$ cat config.mk
export PLATFORM = sky130hd
export DESIGN_NAME = adc14_readout
export DESIGN_NICKNAME = d
export VERILOG_FILES = /design/src/rtl/adc14_pkg.sv /design/src/rtl/sample_fifo.sv /design/src/rtl/sar_core.sv /design/src/rtl/adc14_readout.sv
export SDC_FILE = /design/constraint.sdc
export NUM_CORES = 1
export LEC_CHECK = 0
export BUFFER_PORTS_ARGS = -buffer_cell sky130_fd_sc_hd__buf_2
export CORE_MARGIN = 4
export CORE_UTILIZATION = 30
export CTS_CLUSTER_DIAMETER = 60
export DETAILED_ROUTE_END_ITERATION = 7
export SLEW_MARGIN = 20
export SYNTH_ARGS = -nofsm -noshare
export SYNTH_HDL_FRONTEND = slang
export SYNTH_HIERARCHICAL = 1
export SYNTH_SLANG_ARGS = --single-unit
$ cat constraint.sdc
create_clock -name i_ref_clk -period 4.3 [get_ports i_ref_clk]
set_clock_uncertainty 0.05 [all_clocks]
set_input_delay 0.43 -clock i_ref_clk [delete_from_list [all_inputs] [get_ports i_ref_clk]]
set_output_delay 0.43 -clock i_ref_clk [all_outputs]
set_load 0.02 [all_outputs]
$ cat src/rtl/adc14_pkg.sv
// Purpose: constants for the 14-bit converter trigger and byte readout block
// Assumes: 100 MHz reference clock, 10 ns period
// Notes: times are in ns; cycle counts are derived from them
package adc14_pkg;

    // ------------------------------------------------------------------
    // Timing
    // ------------------------------------------------------------------
    localparam int CLK_PERIOD_NS = 10;        // Reference clock period
    localparam int TRIG_HIGH_MIN_NS = 100;    // Least trigger high time
    localparam int TRIG_LOW_MIN_NS = 200;     // Least trigger low time
    localparam int EOC_RISE_NS = 100;         // Trigger fall to flag rise
    localparam int LOAD_LEAD_NS = 300;        // Latch load before flag fall
    localparam int STROBE_LEAD_NS = 100;      // Strobe fall before load
    localparam int CONV_MAX_NS = 7000;        // Longest conversion

    // Least times round up, longest times round down
    localparam int TRIG_LOW_MIN_CYC =
        (TRIG_LOW_MIN_NS + CLK_PERIOD_NS - 1) / CLK_PERIOD_NS;
    localparam int EOC_RISE_CYC = EOC_RISE_NS / CLK_PERIOD_NS;
    localparam int LOAD_LEAD_CYC = LOAD_LEAD_NS / CLK_PERIOD_NS;
    localparam int STROBE_LEAD_CYC = STROBE_LEAD_NS / CLK_PERIOD_NS;
    localparam int CONV_MAX_CYC = CONV_MAX_NS / CLK_PERIOD_NS;
    // Cycles spent on the bit trials, leaving room for the tail
    localparam int BIT_PHASE_CYC = CONV_MAX_CYC - EOC_RISE_CYC
        - STROBE_LEAD_CYC - LOAD_LEAD_CYC - 10;

    // ------------------------------------------------------------------
    // Widths and reset values
    // ------------------------------------------------------------------
    localparam int RESULT_W = 14;             // Result width
    localparam int FIFO_DEPTH = 16;           // Sample FIFO depth
    localparam int CNT_W = 10;                // Phase counter width
    localparam logic [13:0] RESULT_RST = 14'h0000;

    // Sequencer states
    typedef enum logic [5:0] {
        ST_IDLE   = 6'b00_0001,
        ST_RISE   = 6'b00_0010,
        ST_TRIAL  = 6'b00_0100,
        ST_STROBE = 6'b00_1000,
        ST_HOLD   = 6'b01_0000,
        ST_WAITLO = 6'b10_0000
    } conv_state_t;

endpackage : adc14_pkg

$ cat src/rtl/sample_fifo.sv
// Purpose: small synchronous FIFO carrying finished samples
// Assumes: one clock, clock enable freezes all state
// Notes: valid/ready on both sides; full and empty are exact
`timescale 1ns/1ps
module sample_fifo #(
    parameter int WIDTH = 14,
    parameter int DEPTH = 16
) (
    input wire logic i_ref_clk,
    input wire logic i_rstn,
    input wire logic i_ce,
    input wire logic i_in_valid,
    output logic o_in_ready,
    input wire logic [WIDTH-1:0] i_in_data,
    output logic o_out_valid,
    input wire logic i_out_ready,
    output logic [WIDTH-1:0] o_out_data
);
    localparam int AW = $clog2(DEPTH);

    logic [WIDTH-1:0] mem_r [DEPTH];     // Storage
    logic [AW-1:0] wr_ptr_r;             // Write pointer
    logic [AW-1:0] rd_ptr_r;             // Read pointer
    logic [AW:0] count_r;                // Words held
    logic push;
    logic pop;

    assign o_in_ready = (count_r != DEPTH[AW:0]);
    assign o_out_valid = (count_r != '0);
    assign o_out_data = mem_r[rd_ptr_r];
    assign push = i_ce & i_in_valid & o_in_ready;
    assign pop = i_ce & o_out_valid & i_out_ready;

    // ------------------------------------------------------------------
    // Pointer wrap
    // ------------------------------------------------------------------
    function automatic logic [AW-1:0] ptr_inc(input logic [AW-1:0] p);
        ptr_inc = (p == AW'(DEPTH - 1)) ? '0 : p + 1'b1;
    endfunction : ptr_inc

    // Storage write
    always_ff @(posedge i_ref_clk) begin
        if (push) begin
            mem_r[wr_ptr_r] <= i_in_data;
        end
    end

    // Pointers and occupancy
    always_ff @(posedge i_ref_clk or negedge i_rstn) begin
        if (!i_rstn) begin
            wr_ptr_r <= '0;
            rd_ptr_r <= '0;
            count_r <= '0;
        end else begin
            if (push) begin
                wr_ptr_r <= ptr_inc(wr_ptr_r);
            end
            if (pop) begin
                rd_ptr_r <= ptr_inc(rd_ptr_r);
            end
            if (push && !pop) begin
                count_r <= count_r + 1'b1;
            end else if (pop && !push) begin
                count_r <= count_r - 1'b1;
            end
        end
    end

endmodule : sample_fifo

$ cat src/rtl/sar_core.sv
// Purpose: successive approximation register for the digital side
// Assumes: comparator input is synchronous and settles each step
// Notes: one trial per step pulse, MSB first
`timescale 1ns/1ps
module sar_core #(
    parameter int WIDTH = 14
) (
    input wire logic i_ref_clk,
    input wire logic i_rstn,
    input wire logic i_ce,
    input wire logic i_start,
    input wire logic i_step,
    input wire logic i_comp_hi,
    output logic [WIDTH-1:0] o_trial,
    output logic o_done
);
    logic [WIDTH-1:0] trial_r;           // Current trial code
    logic [WIDTH-1:0] mask_r;            // Bit under test

    assign o_trial = trial_r;
    assign o_done = (mask_r == '0);

    // Trial and mask update
    always_ff @(posedge i_ref_clk or negedge i_rstn) begin
        if (!i_rstn) begin
            trial_r <= '0;
            mask_r <= '0;
        end else if (i_ce) begin
            if (i_start) begin
                // Begin with the MSB set
                mask_r <= {1'b1, {(WIDTH-1){1'b0}}};
                trial_r <= {1'b1, {(WIDTH-1){1'b0}}};
            end else if (i_step && mask_r != '0) begin
                // Keep or drop the bit, then try the next lower one
                trial_r <= (i_comp_hi ? trial_r : (trial_r & ~mask_r))
                    | (mask_r >> 1);
                mask_r <= mask_r >> 1;
            end
        end
    end

endmodule : sar_core

$ cat src/rtl/adc14_readout.sv
// Purpose: trigger, end-of-conversion, update strobe and byte readout
// Assumes: pins synchronous to i_ref_clk; comparator from analog side
// Notes: data pins are split into value and drive enable signals
`timescale 1ns/1ps
module adc14_readout #(
    parameter int WIDTH = adc14_pkg::RESULT_W,
    parameter int DEPTH = adc14_pkg::FIFO_DEPTH
) (
    input wire logic i_ref_clk,
    input wire logic i_rstn,
    input wire logic i_ce,
    input wire logic i_trigger,
    input wire logic i_high_en_n,
    input wire logic i_low_en_n,
    input wire logic i_comp_hi,
    output logic o_eoc,
    output logic o_data_update_strobe,
    output logic o_result_msb_n,
    output logic o_result_msb_true,
    output logic [4:0] o_high_bits,
    output logic [7:0] o_low_bits,
    output logic o_high_oe,
    output logic o_low_oe,
    output logic o_trig_short,
    output logic [WIDTH-1:0] o_sample,
    output logic o_sample_valid,
    input wire logic i_sample_ready
);
    // ------------------------------------------------------------------
    // Declarations
    // ------------------------------------------------------------------
    adc14_pkg::conv_state_t state_r;     // Sequencer state
    adc14_pkg::conv_state_t state_nxt;   // Next state
    logic [adc14_pkg::CNT_W-1:0] cnt_r;  // Phase counter
    logic [adc14_pkg::CNT_W-1:0] low_cnt_r; // Trigger low time
    logic trig_d_r;                      // Trigger, one cycle back
    logic trig_fall;                     // Trigger falling edge
    logic [WIDTH-1:0] latch_r;           // Output latches
    logic eoc_r;                         // End-of-conversion flag
    logic strobe_r;                      // Data update strobe
    logic high_oe_r;                     // High byte drive
    logic low_oe_r;                      // Low byte drive
    logic short_r;                       // Trigger low too short
    logic msb_n_r; // Inverted MSB
    logic latch_load; // Latch update
    logic sar_start;
    logic sar_step;
    logic sar_done;
    logic [WIDTH-1:0] sar_trial;
    logic [WIDTH-1:0] fifo_out;
    logic fifo_valid;
    logic fifo_in_ready;
    logic load_now;
    logic [adc14_pkg::CNT_W-1:0] step_gap;

    // Cycles per bit trial spread across the trial phase
    assign step_gap = adc14_pkg::CNT_W'(adc14_pkg::BIT_PHASE_CYC / WIDTH);
    // Resets high: a pin held low out of reset reads as a fall and starts
    assign trig_fall = trig_d_r & ~i_trigger;
    assign sar_start = (state_r == adc14_pkg::ST_RISE)
        && (cnt_r == '0);
    assign sar_step = (state_r == adc14_pkg::ST_TRIAL)
        && (cnt_r == '0);
    // Latches load once the strobe lead has run out
    assign load_now = (state_r == adc14_pkg::ST_STROBE)
        && (cnt_r == '0);
    // Move only with flag high and strobe low
    assign latch_load = load_now && eoc_r && !strobe_r;

    // ------------------------------------------------------------------
    // Counter helper
    // ------------------------------------------------------------------
    function automatic logic [adc14_pkg::CNT_W-1:0] dec_or(
        input logic [adc14_pkg::CNT_W-1:0] c,
        input logic [adc14_pkg::CNT_W-1:0] reload);
        dec_or = (c == '0) ? reload : c - 1'b1;
    endfunction : dec_or

    // ------------------------------------------------------------------
    // Submodules
    // ------------------------------------------------------------------
    sar_core #(
        .WIDTH(WIDTH)
    ) u_sar (
        .i_ref_clk(i_ref_clk),
        .i_rstn(i_rstn),
        .i_ce(i_ce),
        .i_start(sar_start),
        .i_step(sar_step),
        .i_comp_hi(i_comp_hi),
        .o_trial(sar_trial),
        .o_done(sar_done)
    );

    // Full queue drops the push; pins still load
    sample_fifo #(
        .WIDTH(WIDTH),
        .DEPTH(DEPTH)
    ) u_fifo (
        .i_ref_clk(i_ref_clk),
        .i_rstn(i_rstn),
        .i_ce(i_ce),
        .i_in_valid(load_now),
        .o_in_ready(fifo_in_ready),
        .i_in_data(sar_trial),
        .o_out_valid(fifo_valid),
        .i_out_ready(i_sample_ready),
        .o_out_data(fifo_out)
    );

    // ------------------------------------------------------------------
    // Trigger edge and low time
    // ------------------------------------------------------------------
    // Trigger history; starts high so a high pin gives no edge out of reset
    always_ff @(posedge i_ref_clk or negedge i_rstn) begin
        if (!i_rstn) begin
            trig_d_r <= 1'b1;
        end else if (i_ce) begin
            trig_d_r <= i_trigger;
        end
    end

    // Measures low time; flags a pulse shorter than the least low time
    always_ff @(posedge i_ref_clk or negedge i_rstn) begin
        if (!i_rstn) begin
            low_cnt_r <= '0;
            short_r <= 1'b0;
        end else if (i_ce) begin
            if (!i_trigger) begin
                if (low_cnt_r != '1) begin
                    low_cnt_r <= low_cnt_r + 1'b1;
                end
            end else begin
                low_cnt_r <= '0;
                if (!trig_d_r) begin
                    // Rising edge closes the low pulse
                    short_r <= (low_cnt_r <
                        adc14_pkg::CNT_W'(adc14_pkg::TRIG_LOW_MIN_CYC));
                end
            end
        end
    end

    // ------------------------------------------------------------------
    // Sequencer
    // ------------------------------------------------------------------
    // Next state
    always_comb begin
        state_nxt = state_r;
        case (state_r)
            adc14_pkg::ST_IDLE: begin
                // A fall while busy is never seen here
                if (trig_fall) begin
                    state_nxt = adc14_pkg::ST_RISE;
                end
            end
            adc14_pkg::ST_RISE: begin
                if (cnt_r == '0) begin
                    state_nxt = adc14_pkg::ST_TRIAL;
                end
            end
            adc14_pkg::ST_TRIAL: begin
                if (sar_done) begin
                    state_nxt = adc14_pkg::ST_STROBE;
                end
            end
            adc14_pkg::ST_STROBE: begin
                if (cnt_r == '0) begin
                    state_nxt = adc14_pkg::ST_HOLD;
                end
            end
            adc14_pkg::ST_HOLD: begin
                if (cnt_r == '0) begin
                    state_nxt = adc14_pkg::ST_IDLE;
                end
            end
            default: begin
                state_nxt = adc14_pkg::ST_IDLE;
            end
        endcase
    end

    // State register
    // Busy falls drop out: only idle decodes them
    always_ff @(posedge i_ref_clk or negedge i_rstn) begin
        if (!i_rstn) begin
            state_r <= adc14_pkg::ST_IDLE;
        end else if (i_ce) begin
            state_r <= state_nxt;
        end
    end

    // Phase counter, reloaded on each state entry
    always_ff @(posedge i_ref_clk or negedge i_rstn) begin
        if (!i_rstn) begin
            cnt_r <= '0;
        end else if (i_ce) begin
            if (state_nxt != state_r) begin
                case (state_nxt)
                    adc14_pkg::ST_RISE: begin
                        cnt_r <= adc14_pkg::CNT_W'(
                            adc14_pkg::EOC_RISE_CYC - 1);
                    end
                    adc14_pkg::ST_STROBE: begin
                        cnt_r <= adc14_pkg::CNT_W'(
                            adc14_pkg::STROBE_LEAD_CYC - 1);
                    end
                    adc14_pkg::ST_HOLD: begin
                        cnt_r <= adc14_pkg::CNT_W'(
                            adc14_pkg::LOAD_LEAD_CYC - 1);
                    end
                    default: begin
                        cnt_r <= '0;
                    end
                endcase
            end else if (state_r == adc14_pkg::ST_TRIAL) begin
                cnt_r <= dec_or(cnt_r, step_gap - 1'b1);
            end else if (cnt_r != '0) begin
                cnt_r <= cnt_r - 1'b1;
            end
        end
    end

    // ------------------------------------------------------------------
    // Flags
    // ------------------------------------------------------------------
    // Flag high from end of rise delay until hold ends
    always_ff @(posedge i_ref_clk or negedge i_rstn) begin
        if (!i_rstn) begin
            eoc_r <= 1'b0;
        end else if (i_ce) begin
            if (sar_start) begin
                eoc_r <= 1'b1;
            end else if (state_r == adc14_pkg::ST_HOLD
                && cnt_r == '0) begin
                eoc_r <= 1'b0;
            end
        end
    end

    // Strobe falls ahead of the load, rises after it; idle keeps level
    always_ff @(posedge i_ref_clk or negedge i_rstn) begin
        if (!i_rstn) begin
            strobe_r <= 1'b1;
        end else if (i_ce) begin
            if (state_r == adc14_pkg::ST_TRIAL && sar_done) begin
                strobe_r <= 1'b0;
            end else if (state_r == adc14_pkg::ST_HOLD) begin
                strobe_r <= 1'b1;
            end
        end
    end

    // ------------------------------------------------------------------
    // Output latches
    // ------------------------------------------------------------------
    // Load only inside the flag-high, strobe-low window, else hold
    always_ff @(posedge i_ref_clk or negedge i_rstn) begin
        if (!i_rstn) begin
            latch_r <= adc14_pkg::RESULT_RST;
        end else if (i_ce) begin
            if (latch_load) begin
                latch_r <= sar_trial;
            end
        end
    end

    // Inverted MSB in its own flop
    always_ff @(posedge i_ref_clk or negedge i_rstn) begin
        if (!i_rstn) begin
            msb_n_r <= ~adc14_pkg::RESULT_RST[13];
        end else if (i_ce && latch_load) begin
            msb_n_r <= ~sar_trial[WIDTH-1];
        end
    end

    // Byte drive enables follow the active-low byte enables
    // One cycle late; hosts wait two edges
    always_ff @(posedge i_ref_clk or negedge i_rstn) begin
        if (!i_rstn) begin
            high_oe_r <= 1'b0;
            low_oe_r <= 1'b0;
        end else if (i_ce) begin
            high_oe_r <= ~i_high_en_n;
            low_oe_r <= ~i_low_en_n;
        end
    end

    // ------------------------------------------------------------------
    // Outputs
    // ------------------------------------------------------------------
    assign o_eoc = eoc_r;
    assign o_data_update_strobe = strobe_r;
    assign o_result_msb_true = latch_r[WIDTH-1];
    assign o_result_msb_n = msb_n_r;
    assign o_high_bits = latch_r[WIDTH-2 -: 5];
    assign o_low_bits = latch_r[7:0];
    assign o_high_oe = high_oe_r;
    assign o_low_oe = low_oe_r;
    assign o_trig_short = short_r;
    assign o_sample = fifo_out;
    assign o_sample_valid = fifo_valid;

endmodule : adc14_readout

==> flow_metrics.tcl <==
set metrics [dict create \
    period_needed_ns 3.68 \
    total_inserted_antenna_cells 0 \
    detailroute.wirelength.met2_um 13000 \
    grt_first_pass_wirelength_um 44000 \
    hp-class "in -> reg" \
    drc 0 \
    final_core_utilization 0.351 \
    io_buffers 42 \
    detail_route.vias_per_cell 4.95 \
    detailedRoute.firstPassIterationCount 5 \
    power.static_leakage_nw 5.64 \
    synth_area_per_cell_um2 15.9 \
    vdd.ir_drop.worst_mv 0.497 \
    crit_path_start "cnt_r[0]$_DFFE_PN0P_" \
    timing.slew.headroom 0.421 \
    numCtsBuffers 31 \
    critPathRequiredTime_ns 4.69 \
    detailedRoute.firstIterationViolations 538 \
    cts_tree "done" \
    design.final.nets 911 \
    run_status "completed" \
    grt_antenna_before_repair 1 \
    fill_cell_instance_count_of_the_final_layout 4192 \
    finalSetupViolations 0 \
    dp_hpwl_um 17000 \
    max_freq_mhz 272 \
    ctsLongestPathBuffers 3 \
    die_width_um 218 \
    min_delay_src "i_trigger" \
    critPathCaptureType "flip-flop" \
    timing.final.max_slew_violations 0 \
    final_antenna_violating_net_count 0 \
    dr_total_vias 7434 \
    mappedNetlistArea_um2 13200 \
    routed_len_inst_um 18.6 \
    core-area_um2 43400 \
    cp-start-kind "flip-flop" \
    worst_r2r_src "cnt_r[0]$_DFFE_PN0P_" \
    grt_max_degree 61 \
    postSynthCellCount 832 \
    cap_viol_max_count 0 \
    core.rowCount 76 \
    timing.final.crit_share 0.855 \
    final_hold_violations 0 \
    flow.area_growth_from_synthesis_pct 15.0 \
    post_layout_instance_count_excluding_filler_cells 1501 \
    dpl_worst_slack_ns 0.674 \
    ios 43 \
    timing.final.ws_setup_ns 0.622 \
    clock_latency_ns 0.57 \
    detail_route.wirelength_um 28000 \
    timing.setup.critical_path_class "reg -> reg" \
    timing_worst_slew_pin_value_ns 0.869 \
    clk_transition_reported_paths_ns 0.07 \
    globalRouteTotalUtil 0.117 \
    initial_utilization 0.305 \
    wl_met3_um 1380 \
    ys_warn_count 6 \
    clock-root-buffer "sky130_fd_sc_hd__clkbuf_16" \
    grt_remaining_overflow 0 \
    grt_pass1_vias 7422 \
    post_cts_buffers 0 \
    total_nets_after_synthesis 852 \
    worstPathArrival_ns 4.07 \
    placed_cell_count 1440 \
    topRoutingLayerUsed "met4" \
    cts.sink_count 312 \
    hold_ws_ns 0.137 \
    finalWeightedCongestion 0.765 \
    die-height_um 218 \
    cts.htree.levels 1 \
    post_route_cells_drive_above_1_share 0.204 \
    tns_ns 0 \
    crit_path_max_fanout 11 \
    wl_met1_um 13300 \
    grt_setup_unrepaired "no" \
    die_area_um2 47500 \
    p_per_area_nw_per_um2 536 \
]
## metal layers
layer / vias to the layer above / global-route usage
li1: 3414 / -
met1: 3814 / 0.169
met5: - / 0
met2: 163 / 0.187
met3: 43 / 0.0233
met4: 0 / 0.0185
## critical path: stages, from the launching register on
cell	delay, ns
sky130_fd_sc_hd__dfrtp_1	0.41
sky130_fd_sc_hd__inv_1	0.07
sky130_fd_sc_hd__ha_1	0.19
sky130_fd_sc_hd__nor4b_1	0.54
sky130_fd_sc_hd__nand3_1	0.18
sky130_fd_sc_hd__nor2_1	0.17
sky130_fd_sc_hd__nand2_1	0.07
sky130_fd_sc_hd__a21oi_1	0.11
sky130_fd_sc_hd__buf_4	0.18
sky130_fd_sc_hd__ha_1	0.22
sky130_fd_sc_hd__inv_1	0.14
sky130_fd_sc_hd__fa_1	0.47
sky130_fd_sc_hd__a21o_1	0.19
sky130_fd_sc_hd__a2111oi_0	0.42
sky130_fd_sc_hd__o31ai_1	0.14
## placed cells by master (no fill, tap or decap), drive strengths merged, types with 12 or more instances in the layout
cell type	count
a21oi	26
a22oi	38
buf	69
clkbuf	41
dfrtp	84
edfxtp	224
inv	16
mux2	16
mux4	56
nand2	53
nand3	14
nand3b	12
nor2	42
nor2b	16
nor3	19
o21ai	29
o2bb2ai	23
## where the power goes
part	internal (mW)	switching, mW	total [mW]
Combinational	0.814	0.968	1.78
Clock	1.57	1.12	2.70
Sequential	3.32	0.345	3.67
Total	5.71	2.44	8.15
## metrics by stage
step	power [mW]	area [um^2]
floorplan	4.99	13200
global placement	5.51	14200
detailed placement	5.53	14200
CTS	8.24	15200
global route	8.55	15200
finish	8.15	15200
## path summary, 6_finish.rpt
kind                                                      end  slack (ns)  cells after the start
worst max-delay path            u_fifo/count_r[4]$_DFFE_PN0P_        0.62                     14
min in group asynchronous              latch_r[3]$_DFFE_PN0P_        0.44                      2
worst min-delay path                 o_trig_short$_DFFE_PN0P_        0.14                      3
worst min register to register     o_result_msb_n$_DFFE_PN1P_        0.42                      2
max in group asynchronous                trig_d_r$_DFFE_PN1P_        2.84                      3
worst max register to register  u_fifo/count_r[4]$_DFFE_PN0P_        0.62                     14
## sequential cells by signal, indices dropped and copies added, names as in the netlist
name / cells
cnt_r: 10
u_fifo/mem_r: 224
o_high_oe: 1
trig_d_r: 1
o_data_update_strobe: 1
o_eoc: 1
o_result_msb_n: 1
u_fifo/count_r: 5
low_cnt_r: 10
o_low_oe: 1
o_trig_short: 1
u_fifo/wr_ptr_r: 4
state_r: 6
u_sar/o_trial: 14
u_sar/mask_r: 14
u_fifo/rd_ptr_r: 4
latch_r: 14
## repair_timing
action / 4_1_cts / 5_1_grt
hold buffers: 3 / 0
hold endpoints to repair: 60 / 0
resized for setup: 0 / 0
## area by class of cell
| class | count | area [um^2] | area share |
|---|---|---|---|
| clock inverters | 17 | 200 | 0.0132 |
| multi-input cells | 460 | 4010 | 0.264 |
| flip-flops and latches | 312 | 8940 | 0.588 |
| clock buffers | 41 | 813 | 0.0535 |
| well taps | 585 | 732 | 0.0481 |
| repair buffers | 72 | 458 | 0.0301 |
| inverters | 14 | 52.6 | 0.00346 |
Note: power is estimated with default switching activity, not from simulation.
